[src/core/svwd_pkg.sv]
package svwd_pkg;

    // ------------------------------------------------------------------
    // Clock and timing
    // ------------------------------------------------------------------
    localparam int unsigned SYS_CLK_KHZ      = 10000;
    localparam int unsigned RST_DELAY_US     = 200;
    localparam int unsigned RST_CYCLES       = (RST_DELAY_US * SYS_CLK_KHZ) / 1000;
    localparam int unsigned WD_STD_MS        = 1600;
    localparam int unsigned WD_EXT_MS        = 6500;
    localparam int unsigned WD_CAP_MS        = 10;
    localparam int unsigned WD_STD_CYCLES    = WD_STD_MS * SYS_CLK_KHZ;
    localparam int unsigned WD_EXT_CYCLES    = WD_EXT_MS * SYS_CLK_KHZ;
    localparam int unsigned WD_CAP_CYCLES    = WD_CAP_MS * SYS_CLK_KHZ;
    localparam int unsigned CNT_W            = 32;

    // ------------------------------------------------------------------
    // Timeout select pin sensing codes
    // ------------------------------------------------------------------
    localparam logic [1:0]  SEL_CAP          = 2'h0;
    localparam logic [1:0]  SEL_PULLUP       = 2'h1;
    localparam logic [1:0]  SEL_OPEN         = 2'h2;

    // ------------------------------------------------------------------
    // Reset values of synchronised inputs
    // ------------------------------------------------------------------
    localparam logic [0:0]  MR_SYNC_INIT     = 1'h1;
    localparam logic [0:0]  UV_SYNC_INIT     = 1'h1;
    localparam logic [0:0]  LOW_SYNC_INIT    = 1'h0;
    localparam logic [1:0]  SEL_SYNC_INIT    = 2'h0;

    typedef enum logic [1:0] {
        SVWD_WD_OFF,
        SVWD_WD_RUN,
        SVWD_WD_FLAG
    } svwd_wd_state_type;

endpackage

[src/core/svwd_sync.sv]
`timescale 1ns/100ps
module svwd_sync
    import svwd_pkg::*;
#(
    parameter int unsigned     W    = 1,
    parameter logic [W-1:0]    INIT = '0
) (
    input  wire logic          sys_clk,
    input  wire logic          resetn,
    input  wire logic [W-1:0]  d,
    output logic      [W-1:0]  q
);

    logic [W-1:0] meta;

    // The first stage is read only by the second stage.
    always_ff @(posedge sys_clk or negedge resetn) begin
        if (!resetn) begin
            meta <= INIT;
            q    <= INIT;
        end else begin
            meta <= d;
            q    <= meta;
        end
    end

endmodule

[src/core/svwd_timer.sv]
`timescale 1ns/100ps
module svwd_timer
    import svwd_pkg::*;
(
    input  wire logic              sys_clk,
    input  wire logic              resetn,
    input  wire logic              clear,
    input  wire logic              run,
    input  wire logic [CNT_W-1:0]  limit,
    output logic      [CNT_W-1:0]  count,
    output logic                   done
);

    logic [CNT_W-1:0] next_count;

    // Clear has priority, so a restart never sees a stale expiry.
    always_comb begin
        next_count = count;
        if (clear) begin
            next_count = '0;
        end else if (run) begin
            next_count = count + CNT_W'(1);
        end
    end

    // Greater-or-equal, so a limit lowered mid-count still expires instead of wrapping.
    assign done = run && !clear && (count >= limit - CNT_W'(1));

    always_ff @(posedge sys_clk or negedge resetn) begin
        if (!resetn) begin
            count <= '0;
        end else begin
            count <= next_count;
        end
    end

endmodule

[src/core/svwd_core.sv]
`timescale 1ns/100ps
module svwd_core
    import svwd_pkg::*;
#(
    parameter int unsigned  WD_STD_LIMIT = WD_STD_CYCLES,
    parameter int unsigned  WD_EXT_LIMIT = WD_EXT_CYCLES,
    parameter int unsigned  WD_CAP_LIMIT = WD_CAP_CYCLES
) (
    input  wire logic        sys_clk,
    input  wire logic        resetn,
    input  wire logic        manual_rst_n,
    input  wire logic        manual_rst_float,
    input  wire logic        uv_detect,
    input  wire logic        wd_enable_strap,
    input  wire logic [1:0]  timeout_select_pin,
    input  wire logic        kick_in,
    output logic             sys_rst_n_out,
    output logic             sys_rst_n_oe_n,
    output logic             timeout_flag_n_out,
    output logic             timeout_flag_n_oe_n
);

    // ------------------------------------------------------------------
    // Pin synchronisers
    // ------------------------------------------------------------------
    logic                    mr_pin;
    logic                    mr_s;
    logic                    uv_s;
    logic                    en_s;
    logic                    kick_s;
    logic [1:0]              sel_s;

    // The pad pull-up wins whenever nobody drives the manual reset pin.
    assign mr_pin = manual_rst_float ? 1'b1 : manual_rst_n;

    svwd_sync #(.W(1), .INIT(MR_SYNC_INIT)) u_sync_mr (
        .sys_clk (sys_clk),
        .resetn  (resetn),
        .d       (mr_pin),
        .q       (mr_s)
    );

    // The comparator already applies hysteresis; only the level is carried here.
    svwd_sync #(.W(1), .INIT(UV_SYNC_INIT)) u_sync_uv (
        .sys_clk (sys_clk),
        .resetn  (resetn),
        .d       (uv_detect),
        .q       (uv_s)
    );

    svwd_sync #(.W(1), .INIT(LOW_SYNC_INIT)) u_sync_en (
        .sys_clk (sys_clk),
        .resetn  (resetn),
        .d       (wd_enable_strap),
        .q       (en_s)
    );

    svwd_sync #(.W(1), .INIT(LOW_SYNC_INIT)) u_sync_kick (
        .sys_clk (sys_clk),
        .resetn  (resetn),
        .d       (kick_in),
        .q       (kick_s)
    );

    svwd_sync #(.W(2), .INIT(SEL_SYNC_INIT)) u_sync_sel (
        .sys_clk (sys_clk),
        .resetn  (resetn),
        .d       (timeout_select_pin),
        .q       (sel_s)
    );

    // ------------------------------------------------------------------
    // System reset generation
    // ------------------------------------------------------------------
    logic                    rst_cause;
    logic                    sys_rst_n;
    logic                    next_sys_rst_n;
    logic [CNT_W-1:0]        rst_count;
    logic                    rst_done;

    assign rst_cause = !mr_s || uv_s;

    // Any active cause holds the counter at zero, so the delay always runs whole.
    svwd_timer u_rst_timer (
        .sys_clk (sys_clk),
        .resetn  (resetn),
        .clear   (rst_cause || sys_rst_n),
        .run     (!sys_rst_n && !rst_cause),
        .limit   (CNT_W'(RST_CYCLES)),
        .count   (rst_count),
        .done    (rst_done)
    );

    always_comb begin
        next_sys_rst_n = sys_rst_n;
        if (rst_cause) begin
            next_sys_rst_n = 1'b0;
        end else if (!sys_rst_n && rst_done) begin
            next_sys_rst_n = 1'b1;
        end
    end

    // Power-up starts in reset, so the delay applies after the supply is good.
    always_ff @(posedge sys_clk or negedge resetn) begin
        if (!resetn) begin
            sys_rst_n <= 1'b0;
        end else begin
            sys_rst_n <= next_sys_rst_n;
        end
    end

    // ------------------------------------------------------------------
    // Watchdog window and timeout flag
    // ------------------------------------------------------------------
    svwd_wd_state_type       wd_state;
    svwd_wd_state_type       next_wd_state;
    logic                    timeout_flag_n;
    logic                    next_timeout_flag_n;
    logic                    kick_prev;
    logic                    kick_fall;
    logic [CNT_W-1:0]        wd_limit;
    logic [CNT_W-1:0]        wd_count;
    logic                    wd_done;
    logic [CNT_W-1:0]        flag_count;
    logic                    flag_done;
    logic                    wd_quiet;

    assign kick_fall = kick_prev && !kick_s;

    // Reset, a pending reset cause or a low strap parks the watchdog.
    assign wd_quiet = rst_cause || !sys_rst_n || !en_s;

    // An unknown select code falls back to the longest preset.
    always_comb begin
        if (sel_s == SEL_CAP) begin
            wd_limit = CNT_W'(WD_CAP_LIMIT);
        end else if (sel_s == SEL_PULLUP) begin
            wd_limit = CNT_W'(WD_STD_LIMIT);
        end else begin
            wd_limit = CNT_W'(WD_EXT_LIMIT);
        end
    end

    // Kicks only reach the counter in the running state.
    svwd_timer u_wd_timer (
        .sys_clk (sys_clk),
        .resetn  (resetn),
        .clear   ((wd_state != SVWD_WD_RUN) || kick_fall),
        .run     (wd_state == SVWD_WD_RUN),
        .limit   (wd_limit),
        .count   (wd_count),
        .done    (wd_done)
    );

    svwd_timer u_flag_timer (
        .sys_clk (sys_clk),
        .resetn  (resetn),
        .clear   (wd_state != SVWD_WD_FLAG),
        .run     (wd_state == SVWD_WD_FLAG),
        .limit   (CNT_W'(RST_CYCLES)),
        .count   (flag_count),
        .done    (flag_done)
    );

    always_comb begin
        next_wd_state = wd_state;
        if (wd_quiet) begin
            next_wd_state = SVWD_WD_OFF;
        end else begin
            case (wd_state)
                SVWD_WD_OFF: begin
                    next_wd_state = SVWD_WD_RUN;
                end
                SVWD_WD_RUN: begin
                    if (wd_done) begin
                        next_wd_state = SVWD_WD_FLAG;
                    end
                end
                SVWD_WD_FLAG: begin
                    if (flag_done) begin
                        next_wd_state = SVWD_WD_RUN;
                    end
                end
                default: begin
                    next_wd_state = SVWD_WD_OFF;
                end
            endcase
        end
        next_timeout_flag_n = (next_wd_state != SVWD_WD_FLAG);
    end

    always_ff @(posedge sys_clk or negedge resetn) begin
        if (!resetn) begin
            wd_state       <= SVWD_WD_OFF;
            timeout_flag_n <= 1'b1;
            kick_prev      <= 1'b0;
        end else begin
            wd_state       <= next_wd_state;
            timeout_flag_n <= next_timeout_flag_n;
            kick_prev      <= kick_s;
        end
    end

    // ------------------------------------------------------------------
    // Open-drain outputs
    // ------------------------------------------------------------------
    // Both pins only ever pull low; the high level comes from board pull-ups.
    assign sys_rst_n_out       = 1'b0;
    assign sys_rst_n_oe_n      = sys_rst_n;
    assign timeout_flag_n_out  = 1'b0;
    assign timeout_flag_n_oe_n = timeout_flag_n;

    // ------------------------------------------------------------------
    // Checks
    // ------------------------------------------------------------------
    logic [CNT_W-1:0]        hold_cnt;

    // Counts clean cycles spent in reset, independent of the reset timer.
    always_ff @(posedge sys_clk or negedge resetn) begin
        if (!resetn) begin
            hold_cnt <= '0;
        end else if (rst_cause || sys_rst_n) begin
            hold_cnt <= '0;
        end else begin
            hold_cnt <= hold_cnt + CNT_W'(1);
        end
    end
endmodule

[config.mk]
export PLATFORM = sky130hd
export DESIGN_NAME = svwd_core
export DESIGN_NICKNAME = d
export VERILOG_FILES = /design/src/core/svwd_pkg.sv /design/src/core/svwd_sync.sv /design/src/core/svwd_timer.sv /design/src/core/svwd_core.sv
export SDC_FILE = /design/constraint.sdc
export NUM_CORES = 1
export LEC_CHECK = 0
export BUFFER_PORTS_ARGS = -buffer_cell sky130_fd_sc_hd__buf_4
export CAP_MARGIN = 30
export CORE_MARGIN = 4
export CORE_UTILIZATION = 40
export CTS_BUF_LIST = sky130_fd_sc_hd__clkbuf_2
export CTS_CLUSTER_SIZE = 20
export DETAILED_ROUTE_END_ITERATION = 7
export HOLD_SLACK_MARGIN = 0.08
export SLEW_MARGIN = 20
export SYNTH_ARGS = -nofsm -noshare
export SYNTH_HDL_FRONTEND = slang
export SYNTH_HIERARCHICAL = 1
export SYNTH_SLANG_ARGS = --single-unit
[constraint.sdc]
create_clock -name sys_clk -period 4.7 [get_ports sys_clk]
set_clock_uncertainty 0.1 [all_clocks]
set_input_delay 0.235 -clock sys_clk [delete_from_list [all_inputs] [get_ports sys_clk]]
set_output_delay 0.235 -clock sys_clk [all_outputs]
set_load 0.02 [all_outputs]
==> results_dict.tcl <==
set metrics [dict create \
    synth_cells 1053 \
    cts_max_level 4 \
    crit_path_top_delay_cell "or4_1" \
    finalWorstPathRequiredPeriod_ns 4.08 \
    clockPowerShare 0.364 \
    drt-vias-per-instance 4.68 \
    postCtsSetupBuffers 0 \
    fmax_mhz 245 \
    dieArea_um2 25500 \
    detailedPlacementHpwl_um 14200 \
    max_slew.worst_pin.slew_ns 0.934 \
    cts_num_sinks 113 \
    timing.critical_path.buf_inv 2 \
    dieWidth_um 160 \
    worst_setup_path_end_kind "register" \
    placement_stage_cell_area_um2 10500 \
    yosys.cell_count.top_type "nor2_1" \
    first_iter_violations 310 \
    gr-usage-met3 0.0277 \
    grt_overflow 0 \
    hold_class "in2reg" \
    finish.utilization 0.480 \
    power.density_cell_area_nw_per_um2 172 \
    totalWireLength_um 19000 \
    power.share.switching 0.275 \
    yosys_warnings 6 \
    cp-start-kind "register" \
    cts.clk_slew.worst_paths_ns 0.18 \
    ys_seq_area_frac 0.308 \
    finalSetupTns_ns 0 \
    final_net_count 1427 \
    p_leak_nw 4.85 \
    drt-wirelength-per-cell_um 11.8 \
    seqCellArea_um2 2830 \
    drt-pass1-iter-count 7 \
    ys_top_cells_by_area "dfrtp_1 (29%), ha_1 (14%), xnor2_1 (9.0%)" \
    p_int_mw 1.36 \
    netlist_area_um2 9190 \
    report.final.slew_viol_count 0 \
    num-fill-cells 2267 \
    post_route_cells_drive_above_1_share 0.0677 \
    crit_arrival_ns 4.55 \
    number_of_failing_setup_endpoints_in_the_final_timing_report 0 \
    floorplan.initialDensity 0.406 \
    post-route-drc-count 0 \
    share_seq_of_total_power 0.526 \
    ys_dominant_reg_cell "dfrtp_1" \
    max-slew-margin-rel 0.372 \
    gp_congestion 0.775 \
    maximum_buffer_depth_of_the_clock_tree 2 \
    finalInstanceArea_um2 10900 \
    unrepaired_setup_endpoints_after_global_routing "no" \
    die_y_um 160 \
    combinational_power_share 0.110 \
    synth.lib_cells_used.distinct 64 \
    grt_util_met2 0.255 \
    final.period_utilization 0.869 \
    netSwitchingPower_uw 514 \
    grt_pass1_wl_um 33700 \
    synth_area_leader_cell "dfrtp_1" \
    core_area_um2 22600 \
    via_count_of_the_first_global_routing_pass 7188 \
    number_of_buffers_created_by_cts 17 \
    grt_max_degree 49 \
    path_max_fanout 9 \
    synthesis.area_per_instance_um2 8.73 \
    critical_path.top_delay_family "simple AND/OR/NAND/NOR gates" \
    global_routing_usage_on_met1 0.214 \
    finalHoldViolations 0 \
    synth_common_cells "nor2_1 (148), dfrtp_1 (108), ha_1 (102), xnor2_1 (94), xor2_1 (70)" \
    ant_nets 0 \
    antenna_found_initial 1 \
    clock_tree.root_cell "clkbuf_2" \
    busiest_layer "met2" \
    clkLatencyLatePin_ns 0.67 \
    num_vias 7562 \
    run_status "completed" \
    worstPathRequired_ns 5.17 \
    grt_use_total 0.155 \
    critPathKind "reg2reg" \
    ys_ff_latch 113 \
    io_pins 13 \
    portBuffers 10 \
    multi_input_comb_area_um2 7020 \
    synth_edf_count 0 \
    area_growth_syn_to_layout_pct 18.3 \
    timing.max_cap.violations 0 \
    ir_worst_vdd_v 0.000151 \
    tritoncts "yes" \
    synth-async-reset-ratio 1.00 \
    critical_path.max_stage_delay_ns 0.54 \
    synth_largest_type_area_fraction 0.294 \
    design_power_total_mw 1.87 \
    num_rows 55 \
    ordered_cell_list_for_the_critical_path "inv_1 -> nand2_1 -> inv_1 -> or4_1 -> nor4_2 -> nand3_1 -> nor3_1 -> xnor2_1 -> ha_1 -> nand4_1 -> nor4_1 -> nand2_1 -> or3_1 -> nand3_1 -> o22ai_1 -> and2_1" \
]
-- registers in the layout, summed over array words and instances (netlist names) --
register / flops
kick_prev: 1
sys_rst_n_oe_n: 1
timeout_flag_n_oe_n: 1
u_flag_timer/count: 32
u_rst_timer/count: 32
u_sync_en/meta: 1
u_sync_en/q: 1
u_sync_kick/meta: 1
u_sync_kick/q: 1
u_sync_mr/meta: 1
u_sync_mr/q: 1
u_sync_sel/meta: 2
u_sync_sel/q: 2
u_sync_uv/meta: 1
u_sync_uv/q: 1
u_wd_timer/count: 32
wd_state: 2
-- area by class of cell --
class,instances,area share
multi-input combinational,1120,0.646
sequential,113,0.261
clock inverter,12,0.0130
tap,285,0.0328
inverter,30,0.0104
antenna,1,0.000230
timing repair buffer,34,0.0276
clock buffer,20,0.00921
-- power groups by stage --
stage          Sequential, mW  Clock, mW  Combinational [mW]
6_report                0.985      0.682               0.206
2_1_floorplan            1.00          0               0.144
3_5_place_dp             1.00          0               0.187
3_3_place_gp             1.00          0               0.184
4_1_cts                 0.985      0.716               0.200
5_1_grt                 0.986      0.760               0.244
-- worst register-to-register path: stages (launching register included) --
cell	delay (ns)
dfrtp_1	0.39
inv_1	0.08
nand2_1	0.25
inv_1	0.20
or4_1	0.54
nor4_2	0.36
nand3_1	0.25
nor3_1	0.28
xnor2_1	0.09
ha_1	0.30
nand4_1	0.12
nor4_1	0.31
nand2_1	0.07
or3_1	0.30
nand3_1	0.12
o22ai_1	0.09
and2_1	0.15
-- path summary, 6_finish.rpt --
| path | start | slack (ns) | depth (start not counted) | to |
|---|---|---|---|---|
| hold reg to reg | u_sync_uv/meta$_DFF_PN1_ | 0.27 | 0 | u_sync_uv/q$_DFF_PN1_ |
| max in group asynchronous | resetn | 2.88 | 4 | u_flag_timer/count[20]$_DFFE_PN0P_ |
| setup / recovery | u_sync_sel/q[1]$_DFF_PN0_ | 0.62 | 16 | wd_state[0]$_DFF_PN0_ |
| min in group asynchronous | resetn | 0.58 | 3 | u_rst_timer/count[28]$_DFFE_PN0P_ |
| hold / removal | manual_rst_float | 0.19 | 3 | u_sync_mr/meta$_DFF_PN1_ |
| setup reg to reg | u_sync_sel/q[1]$_DFF_PN0_ | 0.62 | 16 | wd_state[0]$_DFF_PN0_ |
-- placed cells by master (no fill, tap or decap), types with 4 or more instances in the layout --
cell,netlist,final
a211o_1,4,4
a21boi_0,5,5
a21o_1,5,5
a21oi_1,39,39
and2_1,5,5
and3_1,15,15
and4_1,12,12
buf_4,2,18
clkbuf_2,0,20
clkinv_2,0,5
conb_1,2,240
dfrtp_1,108,108
dfstp_2,5,5
dlygate4sd3_1,0,14
ha_1,102,102
inv_1,29,29
nand2_1,64,64
nand2b_1,8,8
nand3_1,67,67
nand3b_1,6,6
nand4_1,41,41
nor2_1,148,148
nor2b_1,8,8
nor3_1,34,34
nor4_1,30,29
o211ai_1,5,5
o21ai_0,19,18
o31ai_1,6,6
or2_2,6,6
or3_1,31,31
or4_1,7,7
xnor2_1,94,94
xor2_1,70,70
-- through the flow --
step	hold WS [ns]	std cells	worst slack, ns
final	0.187	1615	0.615
after CTS	0.107	1613	0.418
after detailed placement	0.237	1566	0.452
after global placement	0.238	1566	0.491
after global routing	0.0990	1615	0.171
after floorplan	-0.161	1291	0.866
-- cells by family (layout without fill, tap and decap cells) --
| logic type | Yosys count | in the layout | synth area share |
|---|---|---|---|
| other | 2 | 241 | 0.000817 |
| AND/OR/NAND/NOR | 507 | 507 | 0.294 |
| adder cells (fa/ha/maj) | 102 | 102 | 0.139 |
| multiplexers | 7 | 7 | 0.00857 |
| flip-flops | 113 | 113 | 0.308 |
| AO/OA/AOI/OAI | 100 | 100 | 0.0678 |
| buffers and inverters | 58 | 96 | 0.0259 |
| XOR/XNOR | 164 | 164 | 0.156 |
-- repair_timing --
item,4_1_cts,5_1_grt
gates resized for setup,0,1
endpoints found under the setup margin,0,2
endpoints found under the hold margin,71,0
hold buffers,15,0
-- metal layers --
layer	part of all wire	up-vias
met5	0	-
met4	0.0091	0
met3	0.015	11
met2	0.46	47
met1	0.51	3459
li1	-	4045
Power figures use the tool's default switching activity.
